--- src/logic/srsw_pkg.sv ---
// constants, field layout and types of the serial radio setup word
`default_nettype none
package srsw_pkg;
    // word length and shift counter
    localparam int         WORD_BITS  = 80;
    localparam logic [6:0] LAST_INDEX = 7'h4f;

    // timing: a shift that stalls longer than the idle gap drops the partial word
    localparam int CLK_PERIOD_NS = 20;
    localparam int IDLE_GAP_NS   = 20000;
    localparam int IDLE_CYCLES   = IDLE_GAP_NS / CLK_PERIOD_NS;

    // applied word after reset: everything powered down, all dividers zero
    localparam logic [79:0] APPLIED_RESET = 80'h0;

    // field layout; position p(k) lands in word bit 80-k
    localparam int PRE_W        = 6;
    localparam int PRE_B_LSB    = 74;
    localparam int PRE_A_LSB    = 68;
    localparam int MAIN_W       = 12;
    localparam int MAIN_B_LSB   = 56;
    localparam int MAIN_A_LSB   = 44;
    localparam int REF_W        = 10;
    localparam int REF_B_LSB    = 34;
    localparam int REF_A_LSB    = 24;
    localparam int RXCAP_BIT    = 23;
    localparam int LEVEL_W      = 3;
    localparam int LEVEL_LSB    = 20;
    localparam int GAIN_BIT     = 19;
    localparam int BYPASS_BIT   = 18;
    localparam int LOCK_W       = 7;
    localparam int LOCK_LSB     = 11;
    localparam int PUMP_HI_BIT  = 10;
    localparam int PUMP_LO_BIT  = 9;
    localparam int CORNER_W     = 2;
    localparam int CORNER_LSB   = 7;
    localparam int TEST_W       = 3;
    localparam int TEST_LSB     = 4;
    localparam int SCHEME_HI_BIT = 3;
    localparam int SCHEME_LO_BIT = 2;
    localparam int AUX_BIT      = 1;
    localparam int POWER_BIT    = 0;

    // prefilter corner codes {hi, lo}
    localparam logic [1:0] CORNER_10K  = 2'h0;
    localparam logic [1:0] CORNER_30K  = 2'h1;
    localparam logic [1:0] CORNER_60K  = 2'h2;
    localparam logic [1:0] CORNER_200K = 2'h3;

    // shift framing states
    typedef enum logic {
        ST_IDLE  = 1'b0,
        ST_SHIFT = 1'b1
    } srsw_state_t;

    // one-hot corner select, bit n set for code n
    function automatic logic [3:0] srsw_corner_onehot(input logic [1:0] code);
        srsw_corner_onehot = 4'h1 << code;
    endfunction
endpackage
`default_nettype wire

--- src/logic/srsw_sync.sv ---
// two-flop synchroniser for the serial pins
`timescale 1ns/1ps
`default_nettype none
module srsw_sync #(
    parameter int WIDTH = 2
) (
    input  wire logic             clk,
    input  wire logic             rst_n,
    input  wire logic [WIDTH-1:0] async_in,
    output logic      [WIDTH-1:0] sync_out
);
    logic [WIDTH-1:0] stage1;

    // first stage feeds only the second stage
    always_ff @(posedge clk or negedge rst_n)
    begin
        if (!rst_n)
        begin
            stage1   <= '0;
            sync_out <= '0;
        end
        else
        begin
            stage1   <= async_in;
            sync_out <= stage1;
        end
    end
endmodule // srsw_sync
`default_nettype wire

--- src/logic/srsw_setup_word.sv ---
// serial setup word: two-line shift register, word apply and field outputs
`timescale 1ns/1ps
`default_nettype none
// Notes on behaviour
// - whole setup held in one 80-bit word
// - only serial clock and data lines exist
// - first bit is p1, last is p80
// - p1-p6 and p7-p12: prescaler counts
// - p13-p24 and p25-p36: main dividers
// - p37-p46 and p47-p56: reference dividers
// - p72-p73 corner; code 10 is 60 kHz
// - test select, scheme, aux, power bits
// - word sets dividers and section power
// - bypass bit set routes around front amp
// - level zero lowest, all ones highest
// - lock field zero highest, ones lowest
// - cap select set uses external capacitor
module srsw_setup_word #(
    parameter int IDLE_CYCLES = srsw_pkg::IDLE_CYCLES
) (
    input  wire logic                          clk,
    input  wire logic                          rst_n,
    input  wire logic                          serial_shift_clock,
    input  wire logic                          serial_setup_input,
    output logic [srsw_pkg::PRE_W-1:0]         prescaler_count_b,
    output logic [srsw_pkg::PRE_W-1:0]         prescaler_count_a,
    output logic [srsw_pkg::MAIN_W-1:0]        main_divider_b,
    output logic [srsw_pkg::MAIN_W-1:0]        main_divider_a,
    output logic [srsw_pkg::REF_W-1:0]         reference_divider_b,
    output logic [srsw_pkg::REF_W-1:0]         reference_divider_a,
    output logic                               rx_data_cap_select,
    output logic                               tx_level_bit2,
    output logic                               tx_level_bit1,
    output logic                               tx_level_bit0,
    output logic                               preamp_gain_select,
    output logic                               front_amp_bypass,
    output logic [srsw_pkg::LOCK_W-1:0]        lock_threshold_field,
    output logic                               pump_current_hi,
    output logic                               pump_current_lo,
    output logic                               prefilter_corner_hi,
    output logic                               prefilter_corner_lo,
    output logic [3:0]                         prefilter_corner_sel,
    output logic [srsw_pkg::TEST_W-1:0]        test_output_select,
    output logic                               tx_scheme_select_hi,
    output logic                               tx_scheme_select_lo,
    output logic                               aux_control_bit,
    output logic                               block_power_enable,
    output logic                               word_applied
);
    localparam int IDLE_W = $clog2(IDLE_CYCLES + 1);
    localparam logic [IDLE_W-1:0] IDLE_LAST = IDLE_W'(IDLE_CYCLES - 1);

    logic [1:0]                     pins_sync;
    logic                           sclk_s;
    logic                           sdata_s;
    logic                           sclk_prev;
    logic                           sclk_rise;
    logic [79:0]                    shift_word;
    logic [79:0]                    next_shift;
    logic [6:0]                     bit_count;
    logic [6:0]                     next_count;
    srsw_pkg::srsw_state_t          state;
    srsw_pkg::srsw_state_t          next_state;
    logic [IDLE_W-1:0]              idle_count;
    logic [IDLE_W-1:0]              next_idle;
    logic [79:0]                    applied;
    logic [79:0]                    next_applied;
    logic [3:0]                     next_corner;
    logic                           next_loaded;

    // two lines only
    // both pins cross into clk through the same two-flop path
    srsw_sync #(
        .WIDTH (2)
    ) u_pin_sync (
        .clk      (clk),
        .rst_n    (rst_n),
        .async_in ({serial_shift_clock, serial_setup_input}),
        .sync_out (pins_sync)
    );
    assign sclk_s  = pins_sync[1];
    assign sdata_s = pins_sync[0];

    // rising edge detect
    // edge found on the second stage; data and clock share the same latency
    assign sclk_rise = sclk_s & ~sclk_prev;

    // next values for shifting, framing and the applied word
    always_comb
    begin
        next_shift   = shift_word;
        next_count   = bit_count;
        next_state   = state;
        next_idle    = idle_count;
        next_applied = applied;
        next_corner  = prefilter_corner_sel;
        next_loaded  = 1'b0;
        if (sclk_rise)
        begin
            // msb first shifting
            // earliest bit walks up to word bit 79, which is p1
            next_shift = {shift_word[78:0], sdata_s};
            next_idle  = '0;
            if (bit_count == srsw_pkg::LAST_INDEX)
            begin
                // apply full word
                // controls change only here, never mid-word
                next_applied = next_shift;
                next_corner  = srsw_pkg::srsw_corner_onehot(
                    next_shift[srsw_pkg::CORNER_LSB +: srsw_pkg::CORNER_W]);
                next_loaded  = 1'b1;
                next_count   = '0;
                next_state   = srsw_pkg::ST_IDLE;
            end
            else
            begin
                next_count = 7'(bit_count + 7'h1);
                next_state = srsw_pkg::ST_SHIFT;
            end
        end
        else
        begin
            // no select line, so a stalled partial word is dropped to regain framing
            case (state)
                srsw_pkg::ST_IDLE:
                begin
                    next_idle = '0;
                end
                srsw_pkg::ST_SHIFT:
                begin
                    if (idle_count == IDLE_LAST)
                    begin
                        next_count = '0;
                        next_idle  = '0;
                        next_state = srsw_pkg::ST_IDLE;
                    end
                    else
                    begin
                        next_idle = IDLE_W'(idle_count + 1'b1);
                    end
                end
                default:
                begin
                    next_state = srsw_pkg::ST_IDLE;
                end
            endcase
        end
    end

    // register stage for all state
    always_ff @(posedge clk or negedge rst_n)
    begin
        if (!rst_n)
        begin
            sclk_prev            <= 1'b0;
            shift_word           <= '0;
            bit_count            <= '0;
            state                <= srsw_pkg::ST_IDLE;
            idle_count           <= '0;
            applied              <= srsw_pkg::APPLIED_RESET;
            prefilter_corner_sel <= srsw_pkg::srsw_corner_onehot(srsw_pkg::CORNER_10K);
            word_applied         <= 1'b0;
        end
        else
        begin
            sclk_prev            <= sclk_s;
            shift_word           <= next_shift;
            bit_count            <= next_count;
            state                <= next_state;
            idle_count           <= next_idle;
            applied              <= next_applied;
            prefilter_corner_sel <= next_corner;
            word_applied         <= next_loaded;
        end
    end

    assign prescaler_count_b   = applied[srsw_pkg::PRE_B_LSB +: srsw_pkg::PRE_W];
    assign prescaler_count_a   = applied[srsw_pkg::PRE_A_LSB +: srsw_pkg::PRE_W];
    assign main_divider_b      = applied[srsw_pkg::MAIN_B_LSB +: srsw_pkg::MAIN_W];
    assign main_divider_a      = applied[srsw_pkg::MAIN_A_LSB +: srsw_pkg::MAIN_W];
    assign reference_divider_b = applied[srsw_pkg::REF_B_LSB +: srsw_pkg::REF_W];
    assign reference_divider_a = applied[srsw_pkg::REF_A_LSB +: srsw_pkg::REF_W];
    assign rx_data_cap_select  = applied[srsw_pkg::RXCAP_BIT];
    // level code, plain binary so zero is lowest power
    assign tx_level_bit2       = applied[srsw_pkg::LEVEL_LSB + 2];
    assign tx_level_bit1       = applied[srsw_pkg::LEVEL_LSB + 1];
    assign tx_level_bit0       = applied[srsw_pkg::LEVEL_LSB];
    assign preamp_gain_select  = applied[srsw_pkg::GAIN_BIT];
    assign front_amp_bypass    = applied[srsw_pkg::BYPASS_BIT];
    // lock field kept uninverted, zero means highest
    assign lock_threshold_field = applied[srsw_pkg::LOCK_LSB +: srsw_pkg::LOCK_W];
    assign pump_current_hi     = applied[srsw_pkg::PUMP_HI_BIT];
    assign pump_current_lo     = applied[srsw_pkg::PUMP_LO_BIT];
    assign prefilter_corner_hi = applied[srsw_pkg::CORNER_LSB + 1];
    assign prefilter_corner_lo = applied[srsw_pkg::CORNER_LSB];
    // test, scheme, aux and power bits; power drives sections
    assign test_output_select  = applied[srsw_pkg::TEST_LSB +: srsw_pkg::TEST_W];
    assign tx_scheme_select_hi = applied[srsw_pkg::SCHEME_HI_BIT];
    assign tx_scheme_select_lo = applied[srsw_pkg::SCHEME_LO_BIT];
    assign aux_control_bit     = applied[srsw_pkg::AUX_BIT];
    assign block_power_enable  = applied[srsw_pkg::POWER_BIT];
endmodule // srsw_setup_word
`default_nettype wire

--- config.mk ---
export PLATFORM = sky130hd
export DESIGN_NAME = srsw_setup_word
export DESIGN_NICKNAME = d
export VERILOG_FILES = /design/src/logic/srsw_pkg.sv /design/src/logic/srsw_sync.sv /design/src/logic/srsw_setup_word.sv
export SDC_FILE = /design/constraint.sdc
export NUM_CORES = 1
export LEC_CHECK = 0
export CAP_MARGIN = 10
export CORE_MARGIN = 8
export CORE_UTILIZATION = 50
export CTS_BUF_LIST = sky130_fd_sc_hd__clkbuf_2 sky130_fd_sc_hd__clkbuf_4 sky130_fd_sc_hd__clkbuf_8
export CTS_CLUSTER_DIAMETER = 60
export DETAILED_ROUTE_END_ITERATION = 7
export DONT_BUFFER_PORTS = 1
export PLACE_DENSITY_LB_ADDON = 0.08
export SYNTH_ARGS = -nofsm -noshare
export SYNTH_HDL_FRONTEND = slang
export SYNTH_HIERARCHICAL = 1
export SYNTH_SLANG_ARGS = --single-unit
--- constraint.sdc ---
create_clock -name clk -period 2.4 [get_ports clk]
set_input_delay 0.12 -clock clk [delete_from_list [all_inputs] [get_ports clk]]
set_output_delay 0.12 -clock clk [all_outputs]
set_load 0.01 [all_outputs]
# Word level (Yosys, flattened, before mapping)
# Cells that the tools add are included.
dict set report word_totals {
  inputBits 4
  regBits 187
  wordCells 35
  out_inout_bits 85
}
dict set report op_classes {
  bitwise 3
  shifts 1
  n_reduce_logical 4
  n_eq_ne 2
  n_addsub 2
  n_mux 13
}
# operator n
set ops {}
lappend ops {{$mux 7} 4}
lappend ops {{$mux 10} 2}
lappend ops {{$pmux 10 s2} 1}
lappend ops {{$add 10x1->10 const B} 1}
lappend ops {{$eq 10x10->1 const B} 1}
lappend ops {{$add 7x1->7 const B} 1}
lappend ops {{$eq 7x7->1 const B} 1}
lappend ops {{$mux 1} 6}
lappend ops {{$reduce_and 2->1} 2}
lappend ops {{$reduce_bool 2->1} 2}
lappend ops {{$shl 1x2->4 const A} 1}
lappend ops {{$not 1->1} 2}
lappend ops {{$and 1x1->1} 1}

# Logic depth before layout (Yosys ltp)
dict set report depth {
  word_depth 4
  depth_mapped 9
  mapped_depth_nobuf 6
}

# Hierarchy
# The synthesis kept the hierarchy.
# module seq_area_each_um2 area_each_um2 n_inst cells_per_inst
set modules_own_cells {}
lappend modules_own_cells {srsw_setup_word 4580.6 7106.8 1 785}
lappend modules_own_cells {srsw_sync 100.1 100.1 1 4}

# Worst setup path after synthesis
# Ideal clock, no wire load.
dict set report synth_path {
  kind {reg-to-reg}
  start {register bit_count[0]}
  end {register applied[70]}
  t_arrival_ns 1.634
  period_less_slack_ns 1.751
  stages_incl_launch_ff 9
  slack_ns 0.649
  required_ns 2.283
  path_buffers 3
  setup_ns 0.117
  path_cell_list {dfrtp_1 -> ha_1 -> nand3_2 -> or4_1 -> buf_2 -> buf_6 -> buf_6 -> nand2_1 -> nand2_1}
}
dict set report synth_between {
  elab_chain_len 2
}
# item line_no
set synth_lines {}
lappend synth_lines {{start, declared} srsw_setup_word.sv:60} ;# logic [6:0] bit_count;
lappend synth_lines {{start signal, assigned} srsw_setup_word.sv:168} ;# bit_count <= next_count;
lappend synth_lines {{$eq 7x7->1} srsw_setup_word.sv:104} ;# if (bit_count == srsw_pkg::LAST_INDEX)
lappend synth_lines {{$reduce_and 2->1 (no line)} -}
lappend synth_lines {{end signal, assigned} srsw_setup_word.sv:160} ;# applied <= srsw_pkg::APPLIED_RESET;
lappend synth_lines {{end signal, assigned} srsw_setup_word.sv:171} ;# applied <= next_applied;
lappend synth_lines {{end, declared} srsw_setup_word.sv:66} ;# logic [79:0] applied;
# Every way passes these cells.
# A chain may end at the register's enable or synchronous reset.

# Final worst setup path
dict set report layout_path {
  start {register bit_count[0]}
  end {register prefilter_corner_sel[3]}
}
dict set report layout_between {
  elab_chain_len 2
}
# item line_no
set layout_lines {}
lappend layout_lines {{$eq 7x7->1} srsw_setup_word.sv:104}
lappend layout_lines {{$reduce_and 2->1 (no line)} -}
lappend layout_lines {{end signal, assigned} srsw_setup_word.sv:161} ;# prefilter_corner_sel <= srsw_pkg::srsw_corner_onehot(srsw_pkg::CORNER_10K);
lappend layout_lines {{end signal, assigned} srsw_setup_word.sv:172} ;# prefilter_corner_sel <= next_corner;
lappend layout_lines {{end, declared} srsw_setup_word.sv:42} ;# output logic [3:0] prefilter_corner_sel,
# Every way passes these cells.

==> metrics <==
Pwr Density=730.1 nW/um2; critical path's largest stage delay=0.68 ns; DRC Markers=0; multi-input logic area=2275 um2; Routed WL=13.57 mm; Avg Cell Area, Syn=9.134 um2; placed insts=945; most frequent cells in the layout=nand2_1 (494), dfrtp_1 (186), clkbuf_8 (19); Final Non-Filler Cells=978; Fin Hold WS=-0.6495 ns; Worst Skew=0.01415 ns; worst min path class=input pin to async pin; Synth Flop Type=dfrtp_1; DRT antenna net count=0; Die H=136.1 um; initial antenna violation count=0; H-tree levels=4; ys async rst share=100.0%; pin count of the biggest net entering global routing=188; period utilization=89.67%; post-synthesis sequential area ratio=64.95%; Pins Over Slew Limit=0; Critical Path RT=2.79 ns; setup_tns=0 ns; vias per cell=4.938; All-Layer GR Usage=15.82%; layout cells sized above 1=6.171%; Final setup viols=0; Worst-Skew Late Latency=0.46 ns; Setup CP Type=register to register; synthesized area=7207 um2; total die area=18510 um2; total gr overflow=0; setup bufs post-CTS=0; 1st-pass router iterations=6; CTS Buf Count=17; Worst Path Max Fanout=40; Final #Nets=788; core area=14310 um2; CP cell instances=ha_1 > nand3_2 > or4_2 > clkinv_2 > buf_12 > nand3_1 > nand2_1; violated checks=negative hold slack; YS warnings=6; commonest non-fill, non-tap cell in the layout=nand2_1; Final Util=54.07%; crit end category=register; Max clock buf depth=2; maxcap violations=0; post-CTS sizing=0; CTS tree=yes; final hold vios=187; row count=44; cells after synthesis=789; Initial Util=50.35%; GPL Wtd Cong=0.7418; Vias=4829; fill cell count=1321; Rel. slew slack=48.11%; global-route wire length before repair=23.64 mm; EDFF count, synth=0; WL/cell=13.88 um; chip width=136.1 um; IO buf count=0; worst vdd ir=0.3673 mV; CP max stage cell=or4_2; syn_nets=795; clock slew seen by the registers of the worst setup and hold paths=0.09 ns; worst slew pin tran=0.7687 ns; max frequency=464.7 MHz; number of global-route vias before repair=4872; CTS Hold Buffers Added=2; leakage=4.346 nW; CTS root buf=clkbuf_8; Worst setup SP type=register; # clock sinks=187; # IOs=89; antenna diode count=0; min Tclk post-route=2.152 ns; register area=4681 um2; synthesis-stage register bit count=187; hpwl dp=8.526 mm; status=finished, violations left; WP data arrival=2.55 ns; Netlist cell types=33; RSZ-0062 raised after global routing=no; initial DRC count=275; total power=5.651 mW; area delta synth->final=7.396%
state kept, by name, indices dropped and copies added, names as in the netlist:
signal / flops
applied: 80
word_applied: 1
u_pin_sync/stage1: 2
shift_word: 79
u_pin_sync/sync_out: 2
prefilter_corner_sel: 4
sclk_prev: 1
idle_count: 10
bit_count: 7
state: 1
kinds of logic after synthesis:
group                      synth area share, %
AOI/OAI and AO/OA                        1.510
xor gates and xnor gates                0.8507
adders and majority gates               0.3472
buffers and inverters                    3.715
DFF                                      64.95
and+or+nand+nor                          28.63
worst max-delay path, delay by kind of cell, from the launching register on:
family	cells	cell delay, ns
adder cells (fa/ha/maj)	1	0.22
flip-flops	1	0.39
buffers and inverters	2	0.46
AND/OR/NAND/NOR	4	1.00
power by group:
part           total [mW]  leakage [nW]  switching, mW  internal (mW)
logic               0.183          1.56          0.112         0.0708
registers            3.33          2.58         0.0879           3.24
clock network        2.14         0.204           1.05           1.09
per-layer routing:
layer	share of wire, %	wire (um)	global-route usage (%)	vias to the layer above
met2	48	6546	25.27	94
met4	1.2	166	6.223	0
li1	-	-	-	2388
met1	44	5962	19.55	2335
met3	6.6	898	5.174	12
met5	0	0	0	-
final timing paths:
path                                           startpoint  slack (ns)                                  end  depth (start not counted)
hold reg to reg            u_pin_sync/stage1[0]$_DFF_PN0_        0.36     u_pin_sync/sync_out[0]$_DFF_PN0_                          0
setup reg to reg                 bit_count[0]$_DFFE_PN0P_        0.25  prefilter_corner_sel[3]$_DFFE_PN0P_                          7
min in group clk                       serial_shift_clock        0.22       u_pin_sync/stage1[1]$_DFF_PN0_                          1
hold / removal                                      rst_n       -0.65              applied[70]$_DFFE_PN0P_                          0
setup / recovery                 bit_count[0]$_DFFE_PN0P_        0.25  prefilter_corner_sel[3]$_DFFE_PN0P_                          7
max in group asynchronous                           rst_n        2.69  prefilter_corner_sel[0]$_DFFE_PN1P_                          0
synthesized netlist by cell type, types with 2 or more instances:
| cell | number | area share (%) |
|---|---|---|
| o31ai_1 | 3 | 0.31 |
| xor2_1 | 2 | 0.24 |
| or3_1 | 2 | 0.17 |
| clkbuf_1 | 22 | 1.1 |
| nand2b_1 | 3 | 0.26 |
| ha_1 | 2 | 0.35 |
| buf_2 | 3 | 0.21 |
| o21ai_0 | 7 | 0.49 |
| a21oi_1 | 3 | 0.21 |
| nor2b_1 | 2 | 0.17 |
| nand3_1 | 7 | 0.49 |
| buf_6 | 12 | 1.9 |
| nor2_1 | 12 | 0.62 |
| nand3b_1 | 2 | 0.21 |
| nand2_1 | 494 | 26 |
| inv_1 | 4 | 0.21 |
| or2_2 | 2 | 0.17 |
| dfrtp_1 | 186 | 65 |
| xnor2_1 | 5 | 0.61 |
| nor3_1 | 3 | 0.21 |
cell type report:
| cell class | count | area share [%] |
|---|---|---|
| Sequential cell | 187 | 60.48 |
| Multi-Input combinational cell | 559 | 29.39 |
| Clock buffer | 20 | 3.476 |
| Tap cell | 184 | 2.974 |
| Clock inverter | 11 | 1.875 |
| Timing Repair Buffer | 12 | 1.552 |
| Inverter | 5 | 0.2586 |
through the flow:
stage | setup slack [ns] | area, um2
2_1_floorplan | 0.6494 | 7207
3_3_place_gp | 0.3062 | 7306
3_5_place_dp | 0.2399 | 7306
4_1_cts | 0.2139 | 7740
5_1_grt | 0.03095 | 7740
6_report | 0.2479 | 7740
Power figures use the tool's default switching activity.
